File: src/rtl/wdt_map.svh
`ifndef WDT_MAP_SVH
`define WDT_MAP_SVH

// ----------------------------------------
// Prescaler ratios
// ----------------------------------------
`define WDT_DIV_SLOW 16384
`define WDT_DIV_FAST 256
`define WDT_PSC_W 14

// ----------------------------------------
// Counter and reset defaults
// ----------------------------------------
`define WDT_CNT_W 16
`define WDT_CNT_MAX 16'hFFFF
`define WDT_DEF_RELOAD 16'hFF00
`define WDT_DEF_SEL_FAST 1'b1

// ----------------------------------------
// Reference timing of the default interval
// ----------------------------------------
`define WDT_REF_INTERVAL_NS 6500000
`define WDT_REF_CLK_MHZ 10
`define WDT_CLK_PERIOD_NS 20
`define WDT_NS_PER_US 1000
`define WDT_REF_TOL_NS 100000

// ----------------------------------------
// Prewarning to reset request delay
// ----------------------------------------
`define WDT_PREWARN_CYCLES 16

`endif

File: src/rtl/wdt_pkg.sv
package wdt_pkg;
   typedef logic [15:0] wdt_count_t;
   typedef enum logic [1:0] {
      WDT_RUN = 2'b00,
      WDT_PREWARN = 2'b01,
      WDT_RESREQ = 2'b10
   } wdt_state_e;
endpackage

File: src/rtl/wdt_prescaler.sv
`timescale 1ns/1ns
`default_nettype none
`include "wdt_map.svh"

module wdt_prescaler #(
   parameter int DIV_SLOW = `WDT_DIV_SLOW,
   parameter int DIV_FAST = `WDT_DIV_FAST
) (
   input wire logic mclk_i,
   input wire logic reset_i,
   input wire logic clear_i,
   input wire logic run_i,
   input wire logic sel_fast_i,
   output var logic tick_o
);
   logic [`WDT_PSC_W-1:0] psc_r;
   logic [`WDT_PSC_W-1:0] last;

   initial begin
      if (DIV_FAST < 2 || DIV_SLOW < DIV_FAST || DIV_SLOW > (1 << `WDT_PSC_W))
         $error("wdt_prescaler: unsupported division ratios");
   end

   assign last = sel_fast_i ? `WDT_PSC_W'(DIV_FAST - 1) : `WDT_PSC_W'(DIV_SLOW - 1);
   assign tick_o = run_i && !clear_i && (psc_r >= last);

   // Clear restarts a full period
   always_ff @(posedge mclk_i) begin
      if (reset_i || clear_i || tick_o) begin
         psc_r <= '0;
      end else if (run_i) begin
         psc_r <= psc_r + `WDT_PSC_W'(1);
      end
   end
endmodule
`default_nettype wire

File: src/rtl/wdt_top.sv
`timescale 1ns/1ns
`default_nettype none
`include "wdt_map.svh"

module wdt_top #(
   parameter int DIV_SLOW = `WDT_DIV_SLOW,
   parameter int DIV_FAST = `WDT_DIV_FAST,
   parameter int PREWARN_CYCLES = `WDT_PREWARN_CYCLES
) (
   input wire logic mclk_i,
   input wire logic reset_i,
   input wire logic watchdog_enable_cmd_i,
   input wire logic watchdog_disable_cmd_i,
   input wire logic service_i,
   input wire logic cfg_wr_i,
   input wire wdt_pkg::wdt_count_t watchdog_reload_value_i,
   input wire logic cfg_sel_fast_i,
   output var logic enabled_o,
   output var wdt_pkg::wdt_count_t count_o,
   output var logic prewarn_irq_o,
   output var logic reset_req_o
);
   import wdt_pkg::*;

   // ----------------------------------------
   // Declarations
   // ----------------------------------------
   logic enabled_r;
   wdt_count_t cnt_r;
   wdt_count_t reload_r;
   logic sel_fast_r;
   wdt_state_e state_r;
   logic [15:0] pw_cnt_r;
   logic tick;
   logic running;
   logic overflow;
   logic pw_done;

   initial begin
      if (PREWARN_CYCLES < 1 || PREWARN_CYCLES > 65535)
         $error("wdt_top: PREWARN_CYCLES out of range");
      // Reset defaults must land on the reference interval
      if ((`WDT_DIV_FAST * (32'h0001_0000 - `WDT_DEF_RELOAD)
            * (`WDT_NS_PER_US / `WDT_REF_CLK_MHZ)) / `WDT_REF_TOL_NS
            != `WDT_REF_INTERVAL_NS / `WDT_REF_TOL_NS)
         $error("wdt_top: default interval off the reference");
   end

   assign running = enabled_r && (state_r == WDT_RUN);
   assign overflow = running && tick && !service_i && (cnt_r == `WDT_CNT_MAX);
   assign pw_done = (pw_cnt_r == 16'(PREWARN_CYCLES - 1));

   // ----------------------------------------
   // Prescaler
   // ----------------------------------------
   wdt_prescaler #(
      .DIV_SLOW(DIV_SLOW),
      .DIV_FAST(DIV_FAST)
   ) u_psc (
      .mclk_i(mclk_i),
      .reset_i(reset_i),
      .clear_i(service_i),
      .run_i(running),
      .sel_fast_i(sel_fast_r),
      .tick_o(tick)
   );

   // ----------------------------------------
   // Enable control
   // ----------------------------------------
   // Disable wins if both commands arrive together
   always_ff @(posedge mclk_i) begin
      if (reset_i) begin
         enabled_r <= 1'b1;
      end else if (watchdog_disable_cmd_i) begin
         enabled_r <= 1'b0;
      end else if (watchdog_enable_cmd_i) begin
         enabled_r <= 1'b1;
      end
   end

   // ----------------------------------------
   // Configuration
   // ----------------------------------------
   always_ff @(posedge mclk_i) begin
      if (reset_i) begin
         reload_r <= `WDT_DEF_RELOAD;
         sel_fast_r <= `WDT_DEF_SEL_FAST;
      end else if (cfg_wr_i) begin
         reload_r <= watchdog_reload_value_i;
         sel_fast_r <= cfg_sel_fast_i;
      end
   end

   // ----------------------------------------
   // Counter
   // ----------------------------------------
   // Service wins over a same-cycle tick, so a late service still saves the system
   // Wraps to zero on overflow, then parks while the failure response runs
   always_ff @(posedge mclk_i) begin
      if (reset_i) begin
         cnt_r <= `WDT_DEF_RELOAD;
      end else if (service_i && state_r == WDT_RUN) begin
         cnt_r <= reload_r;
      end else if (running && tick) begin
         cnt_r <= cnt_r + 16'h0001;
      end
   end

   // ----------------------------------------
   // Failure response
   // ----------------------------------------
   // Once the prewarning is up the reset request follows regardless of service
   always_ff @(posedge mclk_i) begin
      if (reset_i) begin
         state_r <= WDT_RUN;
      end else begin
         case (state_r)
            WDT_RUN: begin
               if (overflow) begin
                  state_r <= WDT_PREWARN;
               end
            end
            WDT_PREWARN: begin
               if (pw_done) begin
                  state_r <= WDT_RESREQ;
               end
            end
            WDT_RESREQ: begin
               state_r <= WDT_RESREQ;
            end
            default: begin
               state_r <= WDT_RUN;
            end
         endcase
      end
   end

   always_ff @(posedge mclk_i) begin
      if (reset_i || state_r != WDT_PREWARN) begin
         pw_cnt_r <= 16'h0000;
      end else if (!pw_done) begin
         pw_cnt_r <= pw_cnt_r + 16'h0001;
      end
   end

   // ----------------------------------------
   // Outputs
   // ----------------------------------------
   always_ff @(posedge mclk_i) begin
      if (reset_i) begin
         prewarn_irq_o <= 1'b0;
         reset_req_o <= 1'b0;
      end else begin
         prewarn_irq_o <= overflow || (state_r != WDT_RUN);
         reset_req_o <= (state_r == WDT_PREWARN && pw_done) || (state_r == WDT_RESREQ);
      end
   end

   assign enabled_o = enabled_r;
   assign count_o = cnt_r;

   // ----------------------------------------
   // Checks
   // ----------------------------------------
   a_reset_enabled: assert property (@(posedge mclk_i) disable iff (reset_i)
      $past(reset_i) |-> enabled_r && cnt_r == `WDT_DEF_RELOAD)
      else $error("watchdog not enabled after reset");

   a_disable_stops: assert property (@(posedge mclk_i) disable iff (reset_i)
      watchdog_disable_cmd_i |=> !enabled_r)
      else $error("disable command ignored");

   a_disabled_hold: assert property (@(posedge mclk_i) disable iff (reset_i)
      (!enabled_r && !service_i) |=> $stable(cnt_r))
      else $error("counter moved while disabled");

   a_enable_resumes: assert property (@(posedge mclk_i) disable iff (reset_i)
      (watchdog_enable_cmd_i && !watchdog_disable_cmd_i) |=> enabled_r)
      else $error("enable command ignored");

   a_overflow_order: assert property (@(posedge mclk_i) disable iff (reset_i)
      overflow |=> prewarn_irq_o && !reset_req_o)
      else $error("prewarning missing after overflow");

   a_reset_after_pw: assert property (@(posedge mclk_i) disable iff (reset_i)
      $rose(reset_req_o) |-> $past(prewarn_irq_o) && prewarn_irq_o)
      else $error("reset request without prior prewarning");

   a_irq_sticky: assert property (@(posedge mclk_i) disable iff (reset_i)
      prewarn_irq_o |=> prewarn_irq_o)
      else $error("prewarning dropped before reset");

   a_resreq_hold: assert property (@(posedge mclk_i) disable iff (reset_i)
      reset_req_o |=> reset_req_o)
      else $error("reset request dropped before reset");

   a_count_step: assert property (@(posedge mclk_i) disable iff (reset_i)
      (running && tick && !service_i && cnt_r != `WDT_CNT_MAX) |=> cnt_r == $past(cnt_r) + 16'h0001)
      else $error("counter did not step on tick");

   a_service_reload: assert property (@(posedge mclk_i) disable iff (reset_i)
      (service_i && state_r == WDT_RUN) |=> cnt_r == $past(reload_r))
      else $error("service did not load reload value");

   a_service_psc: assert property (@(posedge mclk_i) disable iff (reset_i)
      service_i |-> !tick ##1 !tick)
      else $error("prescaler not cleared by service");

   a_default_cfg: assert property (@(posedge mclk_i) disable iff (reset_i)
      $past(reset_i) |-> reload_r == `WDT_DEF_RELOAD && sel_fast_r == `WDT_DEF_SEL_FAST)
      else $error("wrong default configuration");

   c_overflow: cover property (@(posedge mclk_i) disable iff (reset_i) overflow);
   c_reset_req: cover property (@(posedge mclk_i) disable iff (reset_i) $rose(reset_req_o));
   c_service: cover property (@(posedge mclk_i) disable iff (reset_i) service_i && running);
   c_disabled: cover property (@(posedge mclk_i) disable iff (reset_i) !enabled_r ##1 enabled_r);
   c_late_service: cover property (@(posedge mclk_i) disable iff (reset_i) service_i && !running);
endmodule
`default_nettype wire

File: config.mk
export PLATFORM = sky130hd
export DESIGN_NAME = wdt_top
export DESIGN_NICKNAME = d
export VERILOG_FILES = /design/src/rtl/wdt_pkg.sv /design/src/rtl/wdt_prescaler.sv /design/src/rtl/wdt_top.sv
export VERILOG_INCLUDE_DIRS = /design/src /design/src/rtl
export SDC_FILE = /design/constraint.sdc
export NUM_CORES = 1
export LEC_CHECK = 0
export ABC_AREA = 1
export BUFFER_PORTS_ARGS = -buffer_cell sky130_fd_sc_hd__buf_4
export CAP_MARGIN = 20
export CORE_ASPECT_RATIO = 1.25
export CORE_MARGIN = 2
export CORE_UTILIZATION = 55
export DETAILED_ROUTE_END_ITERATION = 6
export MAX_ROUTING_LAYER = met4
export PLACE_DENSITY = 0.76
export SKIP_CTS_REPAIR_TIMING = 1
export SLEW_MARGIN = 10
export SYNTH_ARGS = -nofsm -noshare
export SYNTH_HDL_FRONTEND = slang
export SYNTH_HIERARCHICAL = 1
export SYNTH_SLANG_ARGS = --single-unit
File: constraint.sdc
create_clock -name mclk_i -period 3.8 [get_ports mclk_i]
set_input_delay 0.19 -clock mclk_i [delete_from_list [all_inputs] [get_ports mclk_i]]
set_output_delay 0.19 -clock mclk_i [all_outputs]
set_load 0.03 [all_outputs]
==> results of run 1 <==
-- worst paths after layout --
| kind | start | to | slack, ps | depth (start not counted) |
|---|---|---|---|---|
| max | state_r[1] | count_o[0] | 1320 | 13 |
| min | watchdog_reload_value_i[11] | reload_r[11] | 50 | 3 |
| max reg2reg | state_r[1] | count_o[0] | 1320 | 13 |
| min reg2reg | reload_r[9] | reload_r[9] | 460 | 2 |
-- flip-flops by register name, summed over array words and instances, names as in the netlist --
register	count
pw_cnt_r	16
reset_req_o	1
enabled_o	1
reload_r	16
sel_fast_r	1
u_psc/psc_r	14
prewarn_irq_o	1
count_o	16
state_r	2
-- logic make-up after synthesis --
group,after synthesis
XOR/XNOR,17
AO/OA/AOI/OAI,66
flip-flops,68
adder cells (fa/ha/maj),13
multiplexers,1
buffers and inverters,76
AND/OR/NAND/NOR,272
-- area by class of cell --
class                      count  share of cell area [%]
multi-input combinational    369                    46.0
sequential                    68                    32.8
timing repair buffer          42                    7.59
inverter                      63                    5.69
clock buffer                  10                    3.31
tap                           85                    2.56
clock inverter                 6                    2.11
-- worst max-delay path, cell delays in order, from the launching register on --
cell and delay (ps):
dfxtp_1 330, inv_1 110, ha_1 230, nand2_1 80
inv_2 180, inv_1 80, nor2_2 150, nand2_2 90
a21oi_1 250, nand2_4 100, nor2_4 260, inv_1 180
or2_0 230, a31oi_1 140
-- stage by stage --
step / hold WS (ps) / area (µm²) / util [%]
2_1_floorplan: 301 / 3590 / -
3_3_place_gp: 399 / 3930 / 62.9
3_5_place_dp: 404 / 3930 / 62.9
4_1_cts: 44.0 / 4150 / 66.5
5_1_grt: 56.4 / 4150 / 66.5
6_report: 49.5 / 4150 / 66.5
-- metal layers --
metal  track usage (%)  up-vias  wire length, µm
met2              43.2       58             3840
li1                  -     1728                -
met5                 -        -                0
met4              6.67        0               95
met1              25.9     1461             3370
met3              5.00       11              291
-- cells in the mapped netlist, drive strengths merged (7+ instances only) --
| cell type | number |
|---|---|
| xnor2 | 8 |
| nor2 | 71 |
| nand2 | 135 |
| a31oi | 7 |
| dfxtp | 68 |
| xor2 | 9 |
| buf | 8 |
| inv | 63 |
| ha | 13 |
| nand4 | 8 |
| a21oi | 23 |
| nor3 | 10 |
| o21ai | 23 |
| nand3 | 44 |
-- where the power goes --
part	switching [W]	leakage [nW]	internal [W]
clock	0.000287	0.116	0.000387
combinational	0.0000863	1.17	0.0000596
sequential	0.0000218	0.556	0.000736
total	0.000395	1.84	0.00118
-- placed cells by master, fill, tap and decap left out, drive strengths merged --
cell type / Yosys / final
a21oi: 23 / 23
ha: 13 / 13
o21a: 1 / 1
xor2: 9 / 9
o211ai: 3 / 3
buf: 8 / 42
or2: 2 / 2
o21bai: 4 / 4
bufinv: 0 / 2
nand2: 135 / 135
nand3b: 2 / 2
inv: 63 / 63
clkbuf: 5 / 10
nor3: 10 / 10
o22ai: 3 / 3
xnor2: 8 / 8
clkinv: 0 / 4
mux2i: 1 / 1
dfxtp: 68 / 68
nand3: 44 / 44
a31oi: 7 / 7
a21o: 2 / 2
nand4: 8 / 8
o21ai: 23 / 23
nor2: 71 / 71
==> summary.txt, run 1 <==
Status
  • Outcome: complete, no violations

Timing
  • Final period utilization: approximately two thirds
  • Setup TNS: 0 ps
  • Normalized max-slew margin: a little over three fifths
  • Unrepaired setup endpoints after global routing: no
  • # setup viols final: 0
  • Fin. Hold Viols: 0
  • Fin crit period: ~2500 ps
  • Final Max Slew Viols: 0
  • Clk_skew: ~11 ps
  • Fmax: a little over 400 MHz
  • Least-Margin Pin Slew: about 560 ps
  • Setup WS post-layout: 1320 ps

Final layout
  • NumNets Final: 589
  • Area occupied by multi-input gates: 1910 µm²
  • Layout cell share with drive strength beyond 1: around 14%
  • Register area: roughly 1400 µm²
  • Fin cells: roughly 640
  • Ant diodes: 0
  • Layout Area Growth over Synthesis: 15.8%
  • # fillers: just under 600

Synthesis
  • Syn_nets: approximately 550
  • Post-synthesis mux area share: less than 1%
  • Async S/R FF share, synth: 0%
  • Fraction of synthesized cell area in xor and xnor cells: a little over 4%
  • Synth Warn #: 6
  • Post-Syn Area: ~3600 µm²
  • Cell taking the most area after synthesis: dfxtp_1
  • Largest family of logic cells by synthesized area: simple AND/OR/NAND/NOR gates
  • Share of the synthesized area in the top cell type: around 38%
  • Syn Inst Count: slightly above 500
  • Synth unique cells: 34
  • Compound-Gate Fraction of Synth Area: slightly above 10%
  • Synth Register Bits: 68
  • EDFF count, synth: 0
  • Synth area leaders: dfxtp_1 38%, nand2_1 14%, nor2_1 6.7%
  • Synthesized-area fraction occupied by adder cells: 4.53%
  • Mapped Avg Cell Area: roughly 7.0 µm²
  • Synth Flop Type: dfxtp_1
  • Simple-gate share of the synthesized area: approximately 34%
  • Seq/Total Area, Yosys: between 30% and 40%

Clock tree
  • Skew-Pair Late Insertion Delay: 350 ps
  • Clock Sinks: slightly below 70
  • Inserted Clock Buffers: 9
  • Max Buffers Root-to-Sink: 2
  • H-tree levels: 3
  • CTS tree: done
  • Clock Root Buffer: clkbuf_8
  • Clock-pin slew on the worst setup and hold paths: around 70 ps

GRT
  • GR Overflow Total: 0
  • First-pass GRT wire length: between 10,000 and 15,000 µm
  • Largest net degree at the start of global routing: 32
  • Vias in the first global route: between 3,000 and 4,000
  • Total GRT Usage: a little under a quarter
  • Initial antenna violation count: 0

Critical path
  • Critical path required time: between 4000 and 5000 ps
  • Worst Setup Start Kind: register
  • CP Class: register to register
  • Worst-path fanout max: 11
  • Crit path DAT: 2750 ps
  • Critical Path Sink Type: register

Power and ir drop
  • PwrDens: 380 nW/µm²
  • Leak Pwr: 1.84 nW
  • Max IR drop VDD: ~0.29 mV
  • Overall Power: roughly 0.0016 W

Routing
  • Initial DRC Count: about 180
  • Routed wire per std cell: ~12 µm
  • Routed wire length: 7600 µm
  • First-pass DRT Iterations: 5
  • # DRC: 0
  • ANT nets after route: 0
  • Vias per std cell: 5.07
  • Total vias in the final route: roughly 3,300

Floorplanning
  • Die height: ~94 µm
  • Initial core utilization: a little under three fifths
  • Die width: approximately 76 µm
  • Placeable core area: between 6000 and 7000 µm²
  • Die area: 7190 µm²
  • Number of cell rows: 32
  • Io pins: 42

Placed design
  • Detailed Place HPWL: about 5600 µm
  • Pre-CTS setup slack: about 1300 ps
  • Gpl congestion: 0.891
  • I/O Buffers: 41
  • Inst Count DP: ~630

Hold path
  • Worst hold path class: input pin to register

Flow run
  • Max Cap Viol: 0
(Power assumes the default switching activity.)
==> run 2, diff against run 1 <==
--- a/config.mk
+++ b/config.mk
@@ -6,12 +6,12 @@
 export SDC_FILE = /design/constraint.sdc
 export NUM_CORES = 1
 export LEC_CHECK = 0
-export ABC_AREA = 1
+export ABC_AREA = 0
 export BUFFER_PORTS_ARGS = -buffer_cell sky130_fd_sc_hd__buf_4
 export CAP_MARGIN = 20
 export CORE_ASPECT_RATIO = 1.25
 export CORE_MARGIN = 2
-export CORE_UTILIZATION = 55
+export CORE_UTILIZATION = 52
 export DETAILED_ROUTE_END_ITERATION = 6
 export MAX_ROUTING_LAYER = met4
 export PLACE_DENSITY = 0.76
==> constraint.sdc (replaced) <==
create_clock -name mclk_i -period 2.15 [get_ports mclk_i]
set_input_delay 0.1075 -clock mclk_i [delete_from_list [all_inputs] [get_ports mclk_i]]
set_output_delay 0.1075 -clock mclk_i [all_outputs]
set_load 0.03 [all_outputs]
==> run 2 against run 1 <==
The run now ends with hold timing, setup timing left. Cell count is 16% lower. Setup slack lost 1800 ps. Clock skew shrank 5.7 ps. Critical path depth is 3 lower. Clock power up 100%. Final area is 8.3% higher. Clock-buffer cell count rose by 1. Synthesized cell count decreased by 29%. Worst hold slack got worse by 56 ps. Highest routed layer unchanged.
==> summary.txt, run 2 <==
Power and ir drop
  • Seq pwr share: 44.7% (-3.3 points)
  • Switching share of power: 23.6% (-1.4 points)
  • Gate power share: 10.1% (+0.9 points)
  • PwrDens: 666 nW/µm² (+75%)
  • Cell-internal power: 0.00229 W (+94%)
  • Clock group share of total power: 45.2% (+2.5 points)
  • Leak Pwr: 1.75 nW (-4.7%)
  • Max IR drop VDD: 0.477 mV (+66%)
  • Net Switching: 0.000708 W (+79%)

Routing
  • Routed wire length: 7860 µm (+3.4%)
  • Total vias in the final route: 2,991 (-8.2%)
  • First-pass DRT Iterations: 6 (+1)
  • Highest routed layer: met4
  • ANT nets after route: 0 (unchanged)
  • WL met2: 3930 µm (+2.2%)
  • # DRC: 0 (unchanged)
  • M1 WL: 3390 µm (+0.62%)
  • Vias per std cell: 5.53 (+9.1%)
  • Routed wire per std cell: 14.5 µm (+23%)
  • Initial DRC Count: 173 (-2.8%)
  • WL met3: 354 µm (+22%)

Synthesis
  • Synth Register Bits: 68 (unchanged)
  • Share of the synthesized area in the top cell type: 41.1% (+3.1 points)
  • Cell taking the most area after synthesis: dfxtp_1
  • Fraction of synthesized cell area in xor and xnor cells: 8.72% (+4.6 points)
  • Synth Flop Type: dfxtp_1
  • Syn Inst Count: 362 (-29%)
  • Synthesized-area fraction occupied by adder cells: 4.91% (+0.37 points)
  • Largest family of logic cells by synthesized area: simple AND/OR/NAND/NOR gates
  • Mapped Avg Cell Area: 9.16 µm² (+31%)
  • Async S/R FF share, synth: 0% (unchanged)
  • Compound-Gate Fraction of Synth Area: 12.0% (+1.7 points)
  • Simple-gate share of the synthesized area: 25.8% (-8.2 points)
  • Post-synthesis mux area share: 3.62% (+3.3 points)
  • Seq/Total Area, Yosys: 41.1% (+3.1 points)
  • Synth area leaders: dfxtp_1 41%, nor2_1 5.5%, xnor2_1 5.0%
  • Synth unique cells: 46 (+35%)
  • EDFF count, synth: 0 (unchanged)
  • Post-Syn Area: 3320 µm² (-7.6%)
  • Syn_nets: 398 (-28%)
  • Synth cell count leaders: 68 x dfxtp_1, 49 x nor2_1, 19 x xnor2_1
  • Synth Warn #: 6 (unchanged)
  • Most common cell in the netlist: dfxtp_1

Critical path
  • Worst reg-to-reg path cell count: 10 (-3)
  • Reg-to-reg endpoint: state_r[1]
  • CP Class: register to register
  • Critical Path Sink Type: register
  • Worst-path fanout max: 7 (-4)
  • Worst r2r src: sel_fast_r
  • Reg2Reg Setup Slack: -460 ps (-1780 ps)
  • Critical path required time: 2420 ps (-1650 ps)
  • Crit path DAT: 2880 ps (+130 ps)
  • Worst Setup Start Kind: register

Timing
  • Setup WS post-layout: -460 ps (-1780 ps)
  • Clk_skew: 5.45 ps (-5.69 ps)
  • Least-Margin Pin Slew: 793 ps (+236 ps)
  • Setup TNS: -3120 ps (-3120 ps)
  • Normalized max-slew margin: 47.1% (-16 points)
  • Final period utilization: 121% (+56 points)
  • Unrepaired setup endpoints after global routing: yes
  • Final hold slack: -6.67 ps (-56.1 ps)
  • Fin crit period: 2610 ps (+131 ps)
  • Final Max Slew Viols: 0 (unchanged)
  • Fmax: 383 MHz (-5.0%)
  • # setup viols final: 19 (+19)
  • Fin. Hold Viols: 4 (+4)

Hold path
  • Min-Delay Endpoint: enabled_o
  • Worst hold path class: input pin to register
  • Min-delay src: watchdog_enable_cmd_i
  • Hold path cells: 3 (unchanged)

Clock tree
  • Skew-Pair Late Insertion Delay: 350 ps (about the same)
  • Clock Sinks: 68 (unchanged)
  • Clock Root Buffer: clkbuf_8
  • CTS tree: done
  • Inserted Clock Buffers: 9 (unchanged)
  • Clock-pin slew on the worst setup and hold paths: 80 ps (about the same)
  • H-tree levels: 3 (unchanged)
  • Max Buffers Root-to-Sink: 2 (unchanged)

Final layout
  • Ant diodes: 0 (unchanged)
  • Most frequent cells in the layout: 80 x buf_4, 66 x dfxtp_1, 48 x nor2_1, 19 x xnor2_1, 16 x nand2_1
  • Register area: 1370 µm² (+0.37%)
  • Layout cell share with drive strength beyond 1: 30.7% (+17 points)
  • Layout Area Growth over Synthesis: 35.7%
  • Util after Layout: 73.0% (+6.5 points)
  • Area occupied by multi-input gates: 1970 µm² (+3.3%)
  • NumNets Final: 487 (-17%)
  • Most common cell after layout, fill and taps aside: buf_4
  • # fillers: 501 (-14%)

Placed design
  • I/O Buffers: 41 (unchanged)
  • Detailed Place HPWL: 5090 µm (-9.0%)
  • Gpl congestion: 0.816 (-8.5%)
  • Pre-CTS setup slack: -512 ps (-1840 ps)

GRT
  • Initial antenna violation count: 0 (unchanged)
  • First-pass GRT wire length: 12,000 µm (-11%)
  • Largest net degree at the start of global routing: 43 (+34%)
  • GR Overflow Total: 0 (unchanged)
  • Total GRT Usage: 22.8% (-0.80 points)
  • Vias in the first global route: 2,775 (-13%)

Status
  • Failing checks: hold timing, setup timing
  • Outcome: finished, violations left

Floorplanning
  • Io pins: 42 (unchanged)
  • Number of cell rows: 32 (unchanged)
  • Placeable core area: 6170 µm² (-1.3%)
  • Die width: 75.4 µm (-1.1%)
  • Die height: 93.3 µm (-1.1%)
  • Die area: 7030 µm² (-2.1%)
  • Initial core utilization: 53.8% (-3.7 points)

Flow run
  • Max Cap Viol: 0 (unchanged)
## run 2: power by group through the flow
stage | Sequential (W) | Combinational (W) | Clock, W
2_1_floorplan | 0.00139 | 0.000129 | 0
3_3_place_gp | 0.00136 | 0.000251 | 0
3_5_place_dp | 0.00136 | 0.000257 | 0
4_1_cts | 0.00133 | 0.000258 | 0.00137
5_1_grt | 0.00135 | 0.000327 | 0.00142
6_report | 0.00134 | 0.000301 | 0.00136
## run 2: metrics by stage
step                      instance area (µm²)  power [W]  std cells
after floorplan                          3350    0.00152        362
after global placement                   3940    0.00161        509
after detailed placement                 3940    0.00162        509
after CTS                                4200    0.00296        525
after global routing                     4500    0.00310        541
final                                    4500    0.00300        541
## run 2: worst max path at each step
stage                          start         end  cells after the start
after global placement    sel_fast_r  state_r[0]                     10
after floorplan           state_r[1]  state_r[0]                     13
after detailed placement  sel_fast_r  state_r[1]                     10
final                     sel_fast_r  state_r[1]                     10
after CTS                 sel_fast_r  state_r[1]                     10
after global routing      sel_fast_r  state_r[1]                     10
## run 2: cell families after synthesis
logic type | count (synthesis)
fa+ha+maj | 13
flops | 68
buf+inv | 26
xor+xnor | 33
compound gates | 57
mux | 12
simple gates | 153
## run 2: area by class of cell
type	instances	share of cell area (%)
multi-input cells	268	43.8
flip-flops and latches	68	30.4
repair buffers	96	17.1
clock buffers	11	3.36
clock inverters	5	2.36
well taps	85	2.36
inverters	8	0.667
## run 2: critical path, stage by stage, from the launching register on
cell and delay [ps]:
dfxtp_4 410, ha_1 310, nand2_1 70, nor4_2 300, nor2_1 80, a21oi_2 210, nand4b_4 120, or4_4 420
o21a_1 200, a21oi_2 180, mux2i_1 230
## run 2: layer usage
metal  track usage (%)  vias to the layer above
li1                  -                     1478
met1              27.0                     1423
met2              35.9                       70
met3              6.47                       20
met4              9.36                        0
met5                 -                        -
